File: src/pkg/liu_ctrl_pkg.sv
// Register map, field layout and shared types of the line interface control bank
package liu_ctrl_pkg;

  // ==========================================================================
  // Register offsets
  localparam logic [7:0] OFF_GLOBAL_MGMT = 8'h07;
  localparam logic [7:0] OFF_ERROR_TESTER = 8'h10;
  localparam logic [7:0] OFF_VIOL_INSERT = 8'h11;
  localparam logic [7:0] OFF_LINE_VIOL = 8'h12;
  localparam logic [7:0] OFF_RX_CLK_INV = 8'h13;
  localparam logic [7:0] OFF_TX_CLK_INV = 8'h14;
  localparam logic [7:0] OFF_CLOCK_CTRL = 8'h15;
  localparam logic [7:0] OFF_STATUS_CTRL = 8'h1e;

  // ==========================================================================
  // Field positions and reset values
  localparam int HITLESS_BIT = 0;
  localparam int TESTER_SEL_LSB = 5;
  localparam int TESTER_EN_BIT = 0;
  localparam int PLL_SEL_LSB = 5;
  localparam int LINE_RATE_BIT = 4;
  localparam int AUX_SEL_LSB = 0;
  localparam int CLEAR_ON_WRITE_BIT = 0;
  localparam logic [7:0] REG_RESET = 8'h00;
  localparam logic [7:0] READ_UNMAPPED = 8'h00;
  localparam int NUM_CHANNELS = 8;

  // ==========================================================================
  // Timing: capture window in line clock periods, one system cycle each
  localparam int VIOL_WINDOW_PERIODS = 3;
  localparam logic [1:0] VIOL_WINDOW_CYCLES = 2'(VIOL_WINDOW_PERIODS);

  // ==========================================================================
  // Types
  typedef enum logic [3:0] {
    SEL_NONE, SEL_GLOBAL_MGMT, SEL_ERROR_TESTER, SEL_VIOL_INSERT, SEL_LINE_VIOL,
    SEL_RX_CLK_INV, SEL_TX_CLK_INV, SEL_CLOCK_CTRL, SEL_STATUS_CTRL
  } reg_sel_t;

  typedef enum logic {
    PLL_FROM_MASTER,
    PLL_FROM_CHANNEL
  } pll_src_t;

  typedef struct packed {
    logic rd;
    logic wr;
    logic [7:0] addr;
    logic [7:0] wdata;
  } reg_req_t;

  typedef struct packed {
    logic [7:0] bipolar;
    logic [7:0] code;
    logic [7:0] zero_run;
  } line_events_t;

  typedef struct packed {
    logic [7:0] zero_run_detect_enable;
    logic [7:0] code_violation_detect_disable;
    logic hdb3_mode;
    logic dual_rail_mode;
  } detect_cfg_t;

endpackage

File: src/verilog/violation_latch.sv
// One channel's sticky line-violation flag with its capture window
`timescale 1ns/1ns
`default_nettype none
module violation_latch
  import liu_ctrl_pkg::*;
(
  // Clock and reset
  input wire logic sys_clk,
  input wire logic rst_n,
  // Qualified event and clear
  input wire logic event_in,
  input wire logic clear,
  // Sticky flag
  output logic flag_ff
);

  logic [1:0] window_ff;
  logic accept;

  // ==========================================================================
  // Window
  // Later events inside the window are dropped even after a clear
  assign accept = event_in && (window_ff == 2'h0);

  always_ff @(posedge sys_clk) begin
    if (!rst_n) begin
      window_ff <= 2'h0;
    end else if (accept) begin
      window_ff <= VIOL_WINDOW_CYCLES - 2'h1;
    end else if (window_ff != 2'h0) begin
      window_ff <= window_ff - 2'h1;
    end
  end

  // ==========================================================================
  // Flag: set wins over a clear in the same cycle
  always_ff @(posedge sys_clk) begin
    if (!rst_n) begin
      flag_ff <= 1'b0;
    end else if (accept) begin
      flag_ff <= 1'b1;
    end else if (clear) begin
      flag_ff <= 1'b0;
    end
  end

endmodule
`default_nettype wire

File: src/verilog/liu_diag_clock_ctrl_regs.sv
// Control and status register bank for diagnostics and clocking of an eight-channel LIU
//
// Contract
// - Hitless bit set and output-enable pin low turns off receiver impedance matching.
// - Tester select bits 7..5 pick the tester channel, only while enabled.
// - Tester enable bit 0 activates the tester on exactly one channel.
// - Rising edge of a violation-insert bit inserts one bipolar violation.
// - Bipolar, code or zero-run events latch the channel's line-violation bit.
// - Reading the line-violation status clears its latched bits.
// - Only the first violation in a three-period window is latched.
// - Zero-run events count only when zero-run detection is enabled.
// - Code violations count only in HDB3 mode and not when disabled.
// - In dual-rail mode only bipolar violations set status.
// - Receive invert bit selects falling-edge alignment of receive rails.
// - Clock-edge select pin high forces falling-edge receive alignment.
// - PLL select bits 7..5 choose the recovered clock feeding the PLL.
// - Loss of signal on the reference channel falls back to master clock.
// - PLL select applies only with PLL input select one, else master clock.
// - Line-rate select bit picks 2.048 MHz when set, 1.544 MHz clear.
// - With clear-on-write enabled, status clears by writing one, not reading.
`timescale 1ns/1ns
`default_nettype none
module liu_diag_clock_ctrl_regs
  import liu_ctrl_pkg::*;
(
  // Clock and reset
  input wire logic sys_clk,
  input wire logic rst_n,
  // Register port
  input wire reg_req_t reg_req,
  output logic [7:0] reg_rdata_ff,
  // Device pins
  input wire logic output_enable_pin,
  input wire logic clock_edge_select_pin,
  // Receive side status, same clock
  input wire line_events_t line_events,
  input wire logic [7:0] loss_of_signal,
  // Configuration held by neighbouring register banks
  input wire detect_cfg_t detect_cfg,
  input wire logic pll_input_select,
  // Receiver and transmitter control
  output logic hitless_rx_term_off_ff,
  output logic [7:0] rx_falling_edge_ff,
  output logic [7:0] tx_clock_invert_bit_ff,
  // Tester and violation insertion
  output logic [7:0] tester_channel_onehot_ff,
  output logic [7:0] violation_insert_pulse_ff,
  // Clock control
  output pll_src_t pll_src_ff,
  output logic [2:0] pll_ref_channel_ff,
  output logic line_rate_clock_sel_ff,
  output logic [3:0] aux_clock_freq_sel_ff
);

  // ==========================================================================
  // Decode
  function automatic reg_sel_t decode(input logic [7:0] addr);
    reg_sel_t sel;
    sel = SEL_NONE;
    unique case (addr)
      OFF_GLOBAL_MGMT: sel = SEL_GLOBAL_MGMT;
      OFF_ERROR_TESTER: sel = SEL_ERROR_TESTER;
      OFF_VIOL_INSERT: sel = SEL_VIOL_INSERT;
      OFF_LINE_VIOL: sel = SEL_LINE_VIOL;
      OFF_RX_CLK_INV: sel = SEL_RX_CLK_INV;
      OFF_TX_CLK_INV: sel = SEL_TX_CLK_INV;
      OFF_CLOCK_CTRL: sel = SEL_CLOCK_CTRL;
      OFF_STATUS_CTRL: sel = SEL_STATUS_CTRL;
      default: sel = SEL_NONE;
    endcase
    return sel;
  endfunction

  reg_sel_t req_sel;
  logic wr_hit_global;
  logic wr_hit_tester;
  logic wr_hit_insert;
  logic wr_hit_line_viol;
  logic wr_hit_rx_inv;
  logic wr_hit_tx_inv;
  logic wr_hit_clock;
  logic wr_hit_status;
  logic rd_hit_line_viol;

  assign req_sel = decode(reg_req.addr);
  assign wr_hit_global = reg_req.wr && (req_sel == SEL_GLOBAL_MGMT);
  assign wr_hit_tester = reg_req.wr && (req_sel == SEL_ERROR_TESTER);
  assign wr_hit_insert = reg_req.wr && (req_sel == SEL_VIOL_INSERT);
  assign wr_hit_line_viol = reg_req.wr && (req_sel == SEL_LINE_VIOL);
  assign wr_hit_rx_inv = reg_req.wr && (req_sel == SEL_RX_CLK_INV);
  assign wr_hit_tx_inv = reg_req.wr && (req_sel == SEL_TX_CLK_INV);
  assign wr_hit_clock = reg_req.wr && (req_sel == SEL_CLOCK_CTRL);
  assign wr_hit_status = reg_req.wr && (req_sel == SEL_STATUS_CTRL);
  assign rd_hit_line_viol = reg_req.rd && (req_sel == SEL_LINE_VIOL);

  // ==========================================================================
  // Pin synchronisers
  logic [1:0] oe_sync_ff;
  logic [1:0] edge_sel_sync_ff;

  always_ff @(posedge sys_clk) begin
    if (!rst_n) begin
      oe_sync_ff <= 2'b11;
      edge_sel_sync_ff <= 2'b00;
    end else begin
      oe_sync_ff <= {oe_sync_ff[0], output_enable_pin};
      edge_sel_sync_ff <= {edge_sel_sync_ff[0], clock_edge_select_pin};
    end
  end

  // ==========================================================================
  // Writable registers
  logic [7:0] global_mgmt_reg_ff;
  logic [7:0] error_tester_ctrl_ff;
  logic [7:0] violation_insert_ctrl_ff;
  logic [7:0] rx_clock_invert_ff;
  logic [7:0] tx_clock_invert_ff;
  logic [7:0] clock_ctrl_reg_ff;
  logic [7:0] status_ctrl_ff;

  always_ff @(posedge sys_clk) begin
    if (!rst_n) begin
      global_mgmt_reg_ff <= REG_RESET;
    end else if (wr_hit_global) begin
      global_mgmt_reg_ff <= reg_req.wdata;
    end
  end

  always_ff @(posedge sys_clk) begin
    if (!rst_n) begin
      error_tester_ctrl_ff <= REG_RESET;
    end else if (wr_hit_tester) begin
      error_tester_ctrl_ff <= reg_req.wdata;
    end
  end

  always_ff @(posedge sys_clk) begin
    if (!rst_n) begin
      violation_insert_ctrl_ff <= REG_RESET;
    end else if (wr_hit_insert) begin
      violation_insert_ctrl_ff <= reg_req.wdata;
    end
  end

  always_ff @(posedge sys_clk) begin
    if (!rst_n) begin
      rx_clock_invert_ff <= REG_RESET;
    end else if (wr_hit_rx_inv) begin
      rx_clock_invert_ff <= reg_req.wdata;
    end
  end

  always_ff @(posedge sys_clk) begin
    if (!rst_n) begin
      tx_clock_invert_ff <= REG_RESET;
    end else if (wr_hit_tx_inv) begin
      tx_clock_invert_ff <= reg_req.wdata;
    end
  end

  always_ff @(posedge sys_clk) begin
    if (!rst_n) begin
      clock_ctrl_reg_ff <= REG_RESET;
    end else if (wr_hit_clock) begin
      clock_ctrl_reg_ff <= reg_req.wdata;
    end
  end

  always_ff @(posedge sys_clk) begin
    if (!rst_n) begin
      status_ctrl_ff <= REG_RESET;
    end else if (wr_hit_status) begin
      status_ctrl_ff <= reg_req.wdata;
    end
  end

  // ==========================================================================
  // Hitless protection
  always_ff @(posedge sys_clk) begin
    if (!rst_n) begin
      hitless_rx_term_off_ff <= 1'b0;
    end else begin
      hitless_rx_term_off_ff <= global_mgmt_reg_ff[HITLESS_BIT] && !oe_sync_ff[1];
    end
  end

  // ==========================================================================
  // Error tester attachment
  logic [2:0] tester_sel;
  logic tester_en;

  assign tester_sel = error_tester_ctrl_ff[TESTER_SEL_LSB +: 3];
  assign tester_en = error_tester_ctrl_ff[TESTER_EN_BIT];

  // One-hot guarantees a single channel; code n drives bit n, channel n+1
  always_ff @(posedge sys_clk) begin
    if (!rst_n) begin
      tester_channel_onehot_ff <= 8'h00;
    end else if (tester_en) begin
      tester_channel_onehot_ff <= 8'h01 << tester_sel;
    end else begin
      tester_channel_onehot_ff <= 8'h00;
    end
  end

  // ==========================================================================
  // Violation insertion
  // Only a rising edge fires; a bit held high inserts nothing more
  logic [7:0] insert_prev_ff;

  always_ff @(posedge sys_clk) begin
    if (!rst_n) begin
      insert_prev_ff <= 8'h00;
    end else begin
      insert_prev_ff <= violation_insert_ctrl_ff;
    end
  end

  always_ff @(posedge sys_clk) begin
    if (!rst_n) begin
      violation_insert_pulse_ff <= 8'h00;
    end else begin
      violation_insert_pulse_ff <= violation_insert_ctrl_ff & ~insert_prev_ff;
    end
  end

  // ==========================================================================
  // Line violation status
  logic [7:0] qualified_event;
  logic [7:0] status_clear;
  logic [7:0] line_violation_status;
  logic clear_on_write_enable;

  assign clear_on_write_enable = status_ctrl_ff[CLEAR_ON_WRITE_BIT];

  // Dual rail leaves only bipolar violations relevant
  assign qualified_event = line_events.bipolar
    | (line_events.code & ~detect_cfg.code_violation_detect_disable
       & {8{detect_cfg.hdb3_mode && !detect_cfg.dual_rail_mode}})
    | (line_events.zero_run & detect_cfg.zero_run_detect_enable
       & {8{!detect_cfg.dual_rail_mode}});

  always_comb begin
    if (clear_on_write_enable) begin
      status_clear = wr_hit_line_viol ? reg_req.wdata : 8'h00;
    end else begin
      status_clear = rd_hit_line_viol ? 8'hff : 8'h00;
    end
  end

  genvar ch;
  generate
    for (ch = 0; ch < NUM_CHANNELS; ch = ch + 1) begin : g_viol
      violation_latch u_latch (
        .sys_clk(sys_clk),
        .rst_n(rst_n),
        .event_in(qualified_event[ch]),
        .clear(status_clear[ch]),
        .flag_ff(line_violation_status[ch])
      );
    end
  endgenerate

  // ==========================================================================
  // Receive and transmit clock edges
  always_ff @(posedge sys_clk) begin
    if (!rst_n) begin
      rx_falling_edge_ff <= 8'h00;
    end else begin
      rx_falling_edge_ff <= rx_clock_invert_ff | {8{edge_sel_sync_ff[1]}};
    end
  end

  // Device only reports the expected edge; the framer keeps alignment
  always_ff @(posedge sys_clk) begin
    if (!rst_n) begin
      tx_clock_invert_bit_ff <= 8'h00;
    end else begin
      tx_clock_invert_bit_ff <= tx_clock_invert_ff;
    end
  end

  // ==========================================================================
  // PLL reference selection
  logic [2:0] pll_sel;
  pll_src_t nxt_pll_src;

  assign pll_sel = clock_ctrl_reg_ff[PLL_SEL_LSB +: 3];

  // Fallback tracks loss of signal each cycle, so recovery is automatic
  always_comb begin
    if (pll_input_select && !loss_of_signal[pll_sel]) begin
      nxt_pll_src = PLL_FROM_CHANNEL;
    end else begin
      nxt_pll_src = PLL_FROM_MASTER;
    end
  end

  always_ff @(posedge sys_clk) begin
    if (!rst_n) begin
      pll_src_ff <= PLL_FROM_MASTER;
      pll_ref_channel_ff <= 3'h0;
    end else begin
      pll_src_ff <= nxt_pll_src;
      pll_ref_channel_ff <= pll_sel;
    end
  end

  // ==========================================================================
  // Output clock rates
  always_ff @(posedge sys_clk) begin
    if (!rst_n) begin
      line_rate_clock_sel_ff <= 1'b0;
      aux_clock_freq_sel_ff <= 4'h0;
    end else begin
      line_rate_clock_sel_ff <= clock_ctrl_reg_ff[LINE_RATE_BIT];
      aux_clock_freq_sel_ff <= clock_ctrl_reg_ff[AUX_SEL_LSB +: 4];
    end
  end

  // ==========================================================================
  // Read data
  logic [7:0] nxt_rdata;

  always_comb begin
    nxt_rdata = READ_UNMAPPED;
    unique case (req_sel)
      SEL_GLOBAL_MGMT: nxt_rdata = global_mgmt_reg_ff;
      SEL_ERROR_TESTER: nxt_rdata = error_tester_ctrl_ff;
      SEL_VIOL_INSERT: nxt_rdata = violation_insert_ctrl_ff;
      SEL_LINE_VIOL: nxt_rdata = line_violation_status;
      SEL_RX_CLK_INV: nxt_rdata = rx_clock_invert_ff;
      SEL_TX_CLK_INV: nxt_rdata = tx_clock_invert_ff;
      SEL_CLOCK_CTRL: nxt_rdata = clock_ctrl_reg_ff;
      SEL_STATUS_CTRL: nxt_rdata = status_ctrl_ff;
      SEL_NONE: nxt_rdata = READ_UNMAPPED;
    endcase
  end

  // Data holds until the next read
  always_ff @(posedge sys_clk) begin
    if (!rst_n) begin
      reg_rdata_ff <= 8'h00;
    end else if (reg_req.rd) begin
      reg_rdata_ff <= nxt_rdata;
    end
  end

endmodule
`default_nettype wire

File: config.mk
export PLATFORM = sky130hd
export DESIGN_NAME = liu_diag_clock_ctrl_regs
export DESIGN_NICKNAME = d
export VERILOG_FILES = /design/src/pkg/liu_ctrl_pkg.sv /design/src/verilog/violation_latch.sv /design/src/verilog/liu_diag_clock_ctrl_regs.sv
export SDC_FILE = /design/constraint.sdc
export NUM_CORES = 1
export LEC_CHECK = 0
export BUFFER_PORTS_ARGS = -buffer_cell sky130_fd_sc_hd__buf_2
export CAP_MARGIN = 10
export CORE_MARGIN = 2
export CORE_UTILIZATION = 54
export DETAILED_ROUTE_END_ITERATION = 7
export GPL_TIMING_DRIVEN = 0
export PLACE_DENSITY = 0.88
export SYNTH_ARGS = -nofsm -noshare
export SYNTH_HDL_FRONTEND = slang
export SYNTH_HIERARCHICAL = 1
export SYNTH_SLANG_ARGS = --single-unit
File: constraint.sdc
create_clock -name sys_clk -period 2.26 [get_ports sys_clk]
set_clock_uncertainty 0.05 [all_clocks]
set_input_delay 0.113 -clock sys_clk [delete_from_list [all_inputs] [get_ports sys_clk]]
set_output_delay 0.113 -clock sys_clk [all_outputs]
set_load 0.01 [all_outputs]
==> metrics <==
CP max stage delay=0.60 ns; Initial Utilization=55.5%; post-cts sizing count=0; multiplexer share of the synthesized area=13.0%; Yosys cell types=51; WL/cell=17.4 um; Synth Area in Adders=0%; pre-CTS setup slack=0.176 ns; final core occ=69.8%; Worst Setup End Kind=flop; initial DRC count=315; register area share after synthesis=49.8%; clk root buf=clkbuf_8; vias=4762; WP buf/inv=3; Final WS setup=0.624 ns; area added between synthesis and finish=25.6%; endpoints failing setup=0; CP Class=primary input to flop; largest net degree at the start of global routing=40; synth warn=6; Core Area=10300 um2; Clock Latency Late Sink=0.53 ns; Reg clk slew, reported paths=0.06 ns; # DRC=0; Synth Area in Compound Gates=12.1%; global-route usage over all layers=26.7%; antenna cells=0; Post-Syn Nets=634; Slew Viols, Final=0; WL final=14800 um; Tcrit/Tclk final=72.4%; Worst Path Max Fanout=39; drt pass-1 iters=5; Slowest-stage cell, CP=clkbuf_1; setup tns final=0 ns; TritonCTS Buffers=17; Worst Max-Slew Pin Slew=0.695 ns; Layout fillers=761; Die Footprint=11400 um2; nets=776; status=completed; Post-Synth XOR/XNOR Area=0%; row count=37; Leakage=3.05 nW; first-pass GRT wire length=23300 um; worst hold slack=0.0158 ns; Max-Cap Viols=0; Cell Chain, Critical Path=buf_2 -> clkbuf_1 -> clkbuf_1 -> o221ai_1 -> a21oi_1; worst relative slew slack=53.7%; share of cells above drive strength 1=25.8%; EDFF count, synth=0; Power Density=811 nW/um2; GRT overflow=0; vias in the first global route=4683; Port Buf Inserts=110; CTS H-Tree Depth=4; clk sinks=142; Hold WC Path Type=primary input to flop; Post-Synthesis Cells=561; antenna viol nets, final=0; most numerous cell on the critical path=clkbuf_1; flops & latches, synth=142; die height=107 um; post-synthesis cell area=5710 um2; CTS tree=built; ys async rst share=0%; # IOs=123; maximum vdd drop=0.000471 V; Die Wd=107 um; Worst setup SP type=primary input; combinational family with the most area after synthesis=simple AND/OR/NAND/NOR gates; crit path DAT=2.03 ns; final hold violation count=0; vias per inst=5.59; CP delay by family, top=buffers and inverters; routability congestion estimate=0.848; RSZ-0062 raised after global routing=no; Simple-Gate Fraction of Synth Area=21.5%; initial antenna violation count=0; most frequent cells in the layout=142 x dfxtp_1, 119 x buf_2, 63 x mux2i_1, 59 x nor2b_1, 47 x nand2_1; syn avg cell area=10.2 um2; HPWL after detailed placement=9870 um; Post-synth top flop=dfxtp_1; Clock Tree Buf Depth=2; fmax=611 MHz; Tmin final=1.64 ns; required time of the critical path=2.66 ns; commonest non-fill, non-tap cell in the layout=dfxtp_1
[registers in the layout (all words and copies together), names as in the netlist, 3 cells and up]
register                   flops
aux_clock_freq_sel_ff          4
clock_ctrl_reg_ff              8
error_tester_ctrl_ff           8
g_viol.u_latch/flag_ff         8
g_viol.u_latch/window_ff      16
global_mgmt_reg_ff             8
insert_prev_ff                 8
pll_ref_channel_ff             3
reg_rdata_ff                   8
rx_clock_invert_ff             8
rx_falling_edge_ff             8
status_ctrl_ff                 8
tester_channel_onehot_ff       8
tx_clock_invert_bit_ff         8
tx_clock_invert_ff             8
violation_insert_ctrl_ff       8
violation_insert_pulse_ff      8
[stage by stage]
stage	std cells	total power [mW]	cell area, um2
finish	852	5.81	7170
global route	852	5.96	7170
CTS	852	5.82	7170
detailed placement	807	2.98	6430
global placement	807	2.97	6430
floorplan	561	2.83	5710
[cell families after synthesis]
logic type,Yosys count
compound gates,96
mux,71
simple gates,204
buf+inv,48
flops,142
[cell type report]
type / instances / area [um2] / area share [%]
Timing Repair Buffer: 123 / 681 / 9.49
Sequential cell: 142 / 2840 / 39.7
Tap cell: 136 / 170 / 2.37
Multi-Input combinational cell: 371 / 2660 / 37.1
Buffer: 39 / 170 / 2.37
Clock inverter: 14 / 193 / 2.69
Clock buffer: 18 / 418 / 5.83
Inverter: 9 / 33.8 / 0.471
[worst register-to-register path: stages (launching register included)]
cell and delay (ns):
dfxtp_1 0.36, and2_1 0.16, buf_1 0.28, nand2_1 0.13
a21oi_1 0.24, nand3b_1 0.14, o31ai_1 0.08
[synth_stat cells, drive strengths merged (7+ instances only)]
cell type,count,area [um2]
dfxtp,142,2840
mux2i,63,631
nor2b,59,369
nand2,48,183
and2,29,183
clkbuf,24,91.3
a21oi,19,95.1
o31ai,16,120
buf,15,78.8
nor2,13,56.3
nand3,12,65.1
and3b,11,106
a21boi,9,67.6
inv,9,33.8
nand3b,9,67.6
o21a,8,60.1
o21bai,8,60.1
o221ai,8,70.1
a32oi,7,61.3
[timing repair]
action / in CTS / in global routing
hold buffers: 13 / 0
setup buffers: 0 / 0
hold endpoints to repair: 21 / 0
[layer usage]
metal | track usage, % | share of wire (%) | vias up
met5 | 0 | 0 | -
li1 | - | - | 2243
met4 | 14.7 | 3.7 | 0
met3 | 6.99 | 7.9 | 43
met2 | 42.7 | 48 | 238
met1 | 32.7 | 41 | 2238
[where the power goes]
group | internal [mW] | leakage [nW] | switching, mW
clock network | 1.79 | 0.291 | 1.06
logic | 0.160 | 1.61 | 0.194
registers | 2.56 | 1.15 | 0.0410
[final timing paths]
check / to / cells after the start / slack (ns) / from
worst max-delay path: reg_rdata_ff[3] / 5 / 0.62 / rst_n
worst min-delay path: status_ctrl_ff[6] / 3 / 0.02 / reg_req[6]
worst max register to register: g_viol[0].u_latch/flag_ff / 6 / 0.71 / status_ctrl_ff[0]
worst min register to register: violation_insert_pulse_ff[1] / 1 / 0.33 / insert_prev_ff[1]
(Power assumes the default switching activity.)
